===== src/core/lamp_burst_dimming_supervisor_cfg.svh =====
// Constants for the lamp burst dimming supervisor.
`ifndef LAMP_BURST_DIMMING_SUPERVISOR_CFG_SVH
`define LAMP_BURST_DIMMING_SUPERVISOR_CFG_SVH
`define CLK_HZ              250000000
`define MIN_ON_COUNT        8'h08
`define RAMP_TOP            8'hff
`define SENSE_DISABLE_LEVEL 8'h1a
`define QUALIFY_CYCLES      6'h30
`define BLANK_MAX_SEC       5
`define BLANK_MAX_CYCLES    (`BLANK_MAX_SEC * `CLK_HZ)
`define ADDR_CTRL           12'h000
`define ADDR_BRIGHT         12'h004
`define ADDR_DIVIDER        12'h008
`define ADDR_BLANK          12'h00c
`define ADDR_STATUS         12'h010
`define ADDR_IRQ_STATUS     12'h014
`define ADDR_IRQ_CLEAR      12'h018
`define ADDR_IRQ_ENABLE     12'h01c
`define CTRL_RESET          32'h0000_0000
`define BRIGHT_RESET        8'h00
`define DIVIDER_RESET       16'h0079
`define BLANK_RESET         32'h0000_0fa0
`define IRQ_FAULT_BIT       0
`define IRQ_PERIOD_BIT      1
`define IRQ_ARMED_BIT       2
`endif


===== src/core/lamp_burst_dimming_supervisor_pkg.sv =====
// Types shared by the lamp burst dimming supervisor.
package lamp_burst_dimming_supervisor_pkg;
  typedef struct packed {
    logic [11:0] awaddr;
    logic        awvalid;
    logic [31:0] wdata;
    logic [3:0]  wstrb;
    logic        wvalid;
    logic        bready;
    logic [11:0] araddr;
    logic        arvalid;
    logic        rready;
  } axil_req_t;
  typedef struct packed {
    logic        awready;
    logic        wready;
    logic [1:0]  bresp;
    logic        bvalid;
    logic        arready;
    logic [31:0] rdata;
    logic [1:0]  rresp;
    logic        rvalid;
  } axil_rsp_t;
  typedef enum logic [1:0] {
    ST_OFF,
    ST_BLANK,
    ST_RUN,
    ST_FAULT
  } sup_state_t;
endpackage : lamp_burst_dimming_supervisor_pkg


===== src/core/lamp_burst_dimming_supervisor.sv =====
// Burst dimming PWM with open-lamp fault supervision behind an AXI4-Lite slave.
//
// Implementation choices: the register addresses and register access over AXI4-Lite.
`include "lamp_burst_dimming_supervisor_cfg.svh"
module lamp_burst_dimming_supervisor (
  input  wire logic                                   clk,
  input  wire logic                                   rst_n,
  input  wire logic                                   enable,
  input  wire logic                                   supply_good,
  input  wire logic                                   lamp_sense,
  input  wire logic                                   burst_clock_select,
  input  wire lamp_burst_dimming_supervisor_pkg::axil_req_t axi_req,
  output      lamp_burst_dimming_supervisor_pkg::axil_rsp_t axi_rsp,
  output      logic                                   drive_out,
  output      logic                                   irq
);
  import lamp_burst_dimming_supervisor_pkg::*;

  logic        ext_clk_mode_q;
  logic [7:0]  brightness_level_q;
  logic [15:0] divider_q;
  logic [31:0] fault_blank_delay_q;
  logic [2:0]  irq_status_q;
  logic [2:0]  irq_enable_q;
  logic [15:0] div_cnt_q;
  logic        ext_clk_q;
  logic        step_en;
  logic [7:0]  ramp_q;
  logic        ramp_down_q;
  logic        pwm_on;
  sup_state_t  state_q;
  logic [31:0] blank_cnt_q;
  logic [5:0]  qual_cnt_q;
  logic        active;
  logic        sense_allowed;
  logic        fault_event;
  logic        period_event;
  logic        armed_event;
  logic        aw_done_q;
  logic        w_done_q;
  logic [11:0] aw_addr_q;
  logic [31:0] w_data_q;
  logic [3:0]  w_strb_q;
  logic        wr_fire;
  logic [31:0] rd_data;
  logic        rd_hit;
  logic [2:0]  irq_clear;

  // Merges the written byte lanes into an old register value.
  function automatic logic [31:0] merge(input logic [31:0] old, input logic [31:0] data, input logic [3:0] strb);
    logic [31:0] r;
    r = old;
    for (int i = 0; i < 4; i++)
    begin
      if (strb[i])
      begin
        r[8*i +: 8] = data[8*i +: 8];
      end
    end
    return r;
  endfunction : merge

  assign active = enable && supply_good;

  // The counter steps on the internal divider or on each rising edge of the external clock.
  always_ff @(posedge clk or negedge rst_n)
  begin
    if (!rst_n)
    begin
      div_cnt_q <= 16'h0000;
      ext_clk_q <= 1'b0;
    end
    else
    begin
      ext_clk_q <= burst_clock_select;
      if (ext_clk_mode_q || div_cnt_q >= divider_q)
      begin
        div_cnt_q <= 16'h0000;
      end
      else
      begin
        div_cnt_q <= div_cnt_q + 16'h0001;
      end
    end
  end

  assign step_en = ext_clk_mode_q ? (burst_clock_select && !ext_clk_q)
                                  : (div_cnt_q >= divider_q);

  // Up 256 steps then down 256 steps: 512 steps per burst period.
  always_ff @(posedge clk or negedge rst_n)
  begin
    if (!rst_n)
    begin
      ramp_q      <= 8'h00;
      ramp_down_q <= 1'b0;
    end
    else if (step_en)
    begin
      if (!ramp_down_q)
      begin
        if (ramp_q == `RAMP_TOP)
        begin
          ramp_down_q <= 1'b1;
        end
        else
        begin
          ramp_q <= ramp_q + 8'h01;
        end
      end
      else
      begin
        if (ramp_q == 8'h00)
        begin
          ramp_down_q <= 1'b0;
        end
        else
        begin
          ramp_q <= ramp_q - 8'h01;
        end
      end
    end
  end

  assign pwm_on = (ramp_q < `MIN_ON_COUNT)
               || (brightness_level_q == 8'hff)
               || (ramp_q < brightness_level_q);
  assign period_event = step_en && ramp_down_q && ramp_q == 8'h00;

  // Comparator output arrives as a level; low means lamp current below 3 V.
  assign sense_allowed = brightness_level_q >= `SENSE_DISABLE_LEVEL;

  always_ff @(posedge clk or negedge rst_n)
  begin
    if (!rst_n)
    begin
      state_q     <= ST_OFF;
      blank_cnt_q <= 32'h0000_0000;
      qual_cnt_q  <= 6'h00;
    end
    else if (!active)
    begin
      state_q     <= ST_OFF;
      blank_cnt_q <= 32'h0000_0000;
      qual_cnt_q  <= 6'h00;
    end
    else
    begin
      unique case (state_q)
        ST_OFF:
        begin
          state_q     <= ST_BLANK;
          blank_cnt_q <= 32'h0000_0000;
        end
        ST_BLANK:
        begin
          if (blank_cnt_q >= fault_blank_delay_q)
          begin
            state_q <= ST_RUN;
          end
          else
          begin
            blank_cnt_q <= blank_cnt_q + 32'h0000_0001;
          end
        end
        ST_RUN:
        begin
          if (!lamp_sense && sense_allowed)
          begin
            if (qual_cnt_q == `QUALIFY_CYCLES - 6'h01)
            begin
              state_q <= ST_FAULT;
            end
            else
            begin
              qual_cnt_q <= qual_cnt_q + 6'h01;
            end
          end
          else
          begin
            qual_cnt_q <= 6'h00;
          end
        end
        ST_FAULT:
        begin
          state_q <= ST_FAULT;
        end
      endcase
    end
  end

  assign fault_event = active && state_q == ST_RUN && !lamp_sense && sense_allowed
                    && qual_cnt_q == `QUALIFY_CYCLES - 6'h01;
  assign armed_event = active && state_q == ST_BLANK && blank_cnt_q >= fault_blank_delay_q;

  always_ff @(posedge clk or negedge rst_n)
  begin
    if (!rst_n)
    begin
      drive_out <= 1'b0;
    end
    else
    begin
      drive_out <= active && state_q != ST_FAULT && state_q != ST_OFF && pwm_on;
    end
  end

  assign wr_fire = aw_done_q && w_done_q && !axi_rsp.bvalid;

  always_ff @(posedge clk or negedge rst_n)
  begin
    if (!rst_n)
    begin
      aw_done_q      <= 1'b0;
      w_done_q       <= 1'b0;
      aw_addr_q      <= 12'h000;
      w_data_q       <= 32'h0000_0000;
      w_strb_q       <= 4'h0;
      axi_rsp.awready <= 1'b0;
      axi_rsp.wready  <= 1'b0;
      axi_rsp.bvalid  <= 1'b0;
      axi_rsp.bresp   <= 2'h0;
      axi_rsp.arready <= 1'b0;
      axi_rsp.rvalid  <= 1'b0;
      axi_rsp.rdata   <= 32'h0000_0000;
      axi_rsp.rresp   <= 2'h0;
    end
    else
    begin
      axi_rsp.awready <= !aw_done_q && !axi_rsp.awready && axi_req.awvalid;
      axi_rsp.wready  <= !w_done_q && !axi_rsp.wready && axi_req.wvalid;
      if (axi_req.awvalid && axi_rsp.awready)
      begin
        aw_done_q <= 1'b1;
        aw_addr_q <= axi_req.awaddr;
      end
      if (axi_req.wvalid && axi_rsp.wready)
      begin
        w_done_q <= 1'b1;
        w_data_q <= axi_req.wdata;
        w_strb_q <= axi_req.wstrb;
      end
      if (wr_fire)
      begin
        axi_rsp.bvalid <= 1'b1;
        axi_rsp.bresp  <= (aw_addr_q <= `ADDR_IRQ_ENABLE && aw_addr_q[1:0] == 2'b00
                           && aw_addr_q != `ADDR_STATUS && aw_addr_q != `ADDR_IRQ_STATUS) ? 2'h0 : 2'h2;
      end
      else if (axi_rsp.bvalid && axi_req.bready)
      begin
        axi_rsp.bvalid <= 1'b0;
        aw_done_q      <= 1'b0;
        w_done_q       <= 1'b0;
      end
      axi_rsp.arready <= axi_req.arvalid && !axi_rsp.arready && !axi_rsp.rvalid;
      if (axi_req.arvalid && axi_rsp.arready)
      begin
        axi_rsp.rvalid <= 1'b1;
        axi_rsp.rdata  <= rd_data;
        axi_rsp.rresp  <= rd_hit ? 2'h0 : 2'h2;
      end
      else if (axi_rsp.rvalid && axi_req.rready)
      begin
        axi_rsp.rvalid <= 1'b0;
      end
    end
  end

  assign irq_clear = (wr_fire && aw_addr_q == `ADDR_IRQ_CLEAR && w_strb_q[0]) ? w_data_q[2:0] : 3'h0;

  // Software registers; irq status sets win over a clear in the same cycle.
  always_ff @(posedge clk or negedge rst_n)
  begin
    if (!rst_n)
    begin
      ext_clk_mode_q      <= 1'b0;
      brightness_level_q  <= `BRIGHT_RESET;
      divider_q           <= `DIVIDER_RESET;
      fault_blank_delay_q <= `BLANK_RESET;
      irq_enable_q        <= 3'h0;
      irq_status_q        <= 3'h0;
    end
    else
    begin
      if (wr_fire)
      begin
        unique case (aw_addr_q)
          `ADDR_CTRL:       ext_clk_mode_q      <= 1'(merge({31'h0, ext_clk_mode_q}, w_data_q, w_strb_q));
          `ADDR_BRIGHT:     brightness_level_q  <= 8'(merge({24'h0, brightness_level_q}, w_data_q, w_strb_q));
          `ADDR_DIVIDER:    divider_q           <= 16'(merge({16'h0, divider_q}, w_data_q, w_strb_q));
          `ADDR_BLANK:
          begin
            fault_blank_delay_q <= (merge(fault_blank_delay_q, w_data_q, w_strb_q) > `BLANK_MAX_CYCLES)
                                   ? 32'(`BLANK_MAX_CYCLES) : merge(fault_blank_delay_q, w_data_q, w_strb_q);
          end
          `ADDR_IRQ_ENABLE: irq_enable_q        <= 3'(merge({29'h0, irq_enable_q}, w_data_q, w_strb_q));
          default:          ;
        endcase
      end
      irq_status_q <= (irq_status_q & ~irq_clear) | {armed_event, period_event, fault_event};
    end
  end

  always_ff @(posedge clk or negedge rst_n)
  begin
    if (!rst_n)
    begin
      irq <= 1'b0;
    end
    else
    begin
      irq <= |(irq_status_q & irq_enable_q);
    end
  end

  always_comb
  begin
    rd_hit  = 1'b1;
    rd_data = 32'h0000_0000;
    unique case (axi_req.araddr)
      `ADDR_CTRL:       rd_data = {31'h0, ext_clk_mode_q};
      `ADDR_BRIGHT:     rd_data = {24'h0, brightness_level_q};
      `ADDR_DIVIDER:    rd_data = {16'h0, divider_q};
      `ADDR_BLANK:      rd_data = fault_blank_delay_q;
      `ADDR_STATUS:     rd_data = {26'h0, ramp_down_q, drive_out, active, sense_allowed, state_q};
      `ADDR_IRQ_STATUS: rd_data = {29'h0, irq_status_q};
      `ADDR_IRQ_CLEAR:  rd_data = 32'h0000_0000;
      `ADDR_IRQ_ENABLE: rd_data = {29'h0, irq_enable_q};
      default:          rd_hit = 1'b0;
    endcase
  end

endmodule : lamp_burst_dimming_supervisor


===== config.mk =====
export PLATFORM = sky130hd
export DESIGN_NAME = lamp_burst_dimming_supervisor
export DESIGN_NICKNAME = d
export VERILOG_FILES = /design/src/core/lamp_burst_dimming_supervisor_pkg.sv /design/src/core/lamp_burst_dimming_supervisor.sv
export VERILOG_INCLUDE_DIRS = /design/src /design/src/core
export SDC_FILE = /design/constraint.sdc
export NUM_CORES = 1
export LEC_CHECK = 0
export ABC_AREA = 1
export BUFFER_PORTS_ARGS = -buffer_cell sky130_fd_sc_hd__buf_2
export CAP_MARGIN = 20
export CELL_PAD_IN_SITES_DETAIL_PLACEMENT = 0
export CELL_PAD_IN_SITES_GLOBAL_PLACEMENT = 2
export CORE_UTILIZATION = 35
export DETAILED_ROUTE_END_ITERATION = 10
export GPL_TIMING_DRIVEN = 0
export HOLD_SLACK_MARGIN = 0.06
export PLACE_DENSITY_LB_ADDON = 0.3
export REMOVE_ABC_BUFFERS = 1
export SKIP_LAST_GASP = 1
export SYNTH_ARGS = -nofsm -noshare
export SYNTH_HDL_FRONTEND = slang
export SYNTH_SLANG_ARGS = --single-unit

===== constraint.sdc =====
create_clock -name clk -period 2.25 [get_ports clk]
set_input_delay 0.45 -clock clk [delete_from_list [all_inputs] [get_ports clk]]
set_output_delay 0.45 -clock clk [all_outputs]
set_load 0.01 [all_outputs]

==> results.ini <==
[logic_synthesis]
yosysSeqAreaShare_pct=43.8
synth_top_area_cell=dfrtp_1
synthCells=1679
ys_types=46
synthTopCellsByArea=dfrtp_1 42%, nand2_1 17%, ha_1 6.4%
synth_warnings=0
synth_area_per_cell_um2=7.50
synth_seq_cells=220
syn_area_mm2=0.0126
yosysTopAreaCellShare_pct=41.5

[clock_network]
cts_root_buf=clkbuf_16
clkTransAtPathRegs_ns=0.06
clockBufferDepth=3
cts.sinks=220
cts_tree=yes
clock_latency_ns=0.56
htree_levels=1
cts_buffers=28

[routing]
viasPerCell=4.90
num_vias=11300
drt-total-wl_um=37000
wl_per_cell_um=16.1
drc=0
ant_nets=0
drt_iter0_drc=512
dr.pass1.iters=5

[final_layout]
multi_input_area_mm2=0.00656
fillerInstances=3644
final_util_pct=43.5
drive_above_1_share_pct=16.3
instances_no_fill=2300
final-seq-area_mm2=0.00553
n_antenna_cell=0
final_cell_mix=559 x nand2_1, 199 x dfrtp_1, 175 x inv_1
area_growth_pct=22.6
final_common_cell=nand2_1
fin_nets=1956

[global_route]
grtUsageTotal_pct=20.5
top_usage_layer=met2
grt_pass1_wl_um=59500
met3_usage_pct=2.58
grt_overflow=0
antenna_found_initial=1
grtUsageMet2_pct=32.8
grtUsageMet1_pct=29.5
grt_max_degree=90
first_global_vias=10900

[timing]
finalSetupTns_ns=0
report.final.slew_viol_count=0
final_hold_viol_count=0
fin_crit_sh_pct=98.7
rsz0062_at_grt=true
hold_ws_ns=0.0837
fmax_ghz=0.450
slew_headroom_pct=34.3
worst_slew_pin_slew_ns=0.982
fin_crit_ns=2.22
setup_viol=0
finClkSkew_ns=0.0182

[status]
status=finished clean

[critical_path]
rr_endpoint=blank_cnt_q[26]$_DFFE_PN0P_
worstRegToRegCells=16
cp_data_arrival_time_ns=2.65
timing.rr.start=fault_blank_delay_q[5]$_DFFE_PN1P_
crit_fanout=7
reg2reg_setup_slack_ns=0.03
critPathKind=flop to flop
critPathLaunch=fault_blank_delay_q[5]$_DFFE_PN1P_
crit_end=blank_cnt_q[26]$_DFFE_PN0P_
end_kind=flop
critPathRequiredTime_ns=2.68
cp-start-kind=flop

[placed_design]
dp_hpwl_um=25700
io_buffers=111
dp.cells=2210
finalWeightedCongestion=0.852

[die]
core_mm2=0.0355
initial_utilization_pct=35.5
dieWidth_um=192
pin_count=114
die_area_mm2=0.0368
rows=69
die_y_um=192

[power_and_ir_drop]
ir_drop_mv=0.726
p_leak_nw=7.54
power_per_cell_area_mw_per_mm2=900
total_power_mw=13.9

[flow_run]
cap_violations=0

[hold_path]
holdCritPathClass=input port to flop

-- per-stage QoR --
stage               worst slack, ns  area, µm²
floorplan                    -0.544      12300
global placement              -3.45      13500
detailed placement            -1.12      13600
CTS                         -0.0101      15000
global route                -0.0975      15400
finish                       0.0283      15400
-- what timing repair did --
action                                  CTS  global route
hold endpoints to repair                 62             0
resized for setup                        36            61
gates cloned                              4             4
hold buffers                              8             0
pin swaps                                 8            22
endpoints found under the setup margin   87            91
buffers inserted                          7            18
-- metal layers --
layer | wire length, µm | part of all wire (%) | up-vias
met3 | 1620 | 4.4 | 40
met4 | 531 | 1.4 | 0
met2 | 16400 | 44 | 217
met1 | 18500 | 50 | 5286
met5 | 0 | 0 | -
li1 | - | - | 5716
-- worst max-delay path, cell delays in order, from the launching register on --
cell     delay [ns]
dfstp_2        0.56
inv_4          0.05
ha_4           0.26
nand2_1        0.05
inv_1          0.05
nand2_2        0.06
nor2_2         0.07
nor2_1         0.04
nand2_1        0.08
nand2_1        0.07
nand2_2        0.10
nand2_4        0.10
nand2_8        0.13
nand2_8        0.12
buf_12         0.20
nand3_2        0.06
nand2_1        0.07
-- sequential cells by signal, indices dropped and copies added, names as in the netlist, 12 cells and up --
name and flops:
aw_addr_q 12, axi_rsp 39, blank_cnt_q 32, div_cnt_q 16, divider_q 16, fault_blank_delay_q 32
w_data_q 32
-- cell usage after synthesis (all sizes together) --
master and n:
dfstp 11, buf 20, a21o 3, nor2 163, dfrtp 209, o31ai 17, a21boi 1, clkbuf 31
and2 1, ha 64, nand3b 2, and3 1, a211oi 2, o41ai 1, nand2 581, xor2 21
a21oi 50, o22ai 23, inv 184, xnor2 13, nor4 6, fa 1, a31oi 3, o21ai 113
nor3 29, o211ai 1, o221ai 1, nor3b 8, o32ai 1, nand3 66, o21a 7, clkinv 3
conb 1, nand4 41
-- area by class of cell --
type                            instances  share of cell area (%)
Clock inverter                          7                   0.948
Clock buffer                           42                    5.40
Multi-Input combinational cell       1228                    42.5
Inverter                              187                    4.66
Tap cell                              461                    3.74
Sequential cell                       220                    35.8
Timing Repair Buffer                  155                    6.95
-- where the power goes --
group	internal [mW]	total (mW)	switching (mW)
combinational	1.38	3.99	2.61
clock	2.99	4.78	1.79
sequential	4.60	5.12	0.523
total	8.97	13.9	4.92
-- how the worst min path moves through the flow --
stage | from | end | depth (start not counted)
after floorplan | rst_n | aw_addr_q[0]$_DFFE_PN0P_ | 0
after global placement | axi_rsp[35]$_DFF_PN0_ | axi_rsp[35]$_DFF_PN0_ | 1
after detailed placement | rst_n | ramp_q[4]$_DFFE_PN0P_ | 1
after CTS | axi_req[36] | w_data_q[16]$_DFFE_PN0P_ | 3
after global routing | axi_req[53] | aw_addr_q[0]$_DFFE_PN0P_ | 3
final | axi_req[36] | w_data_q[16]$_DFFE_PN0P_ | 3
-- cells by family after synthesis --
logic type / count (synthesis) / share of synthesized area (%)
other: 1 / 0.0298
buffers and inverters: 238 / 7.70
adder cells (fa/ha/maj): 65 / 6.52
AND/OR/NAND/NOR: 898 / 29.3
AO/OA/AOI/OAI: 223 / 10.2
flip-flops: 220 / 43.8
XOR/XNOR: 34 / 2.36
(Power assumes the default switching activity.)
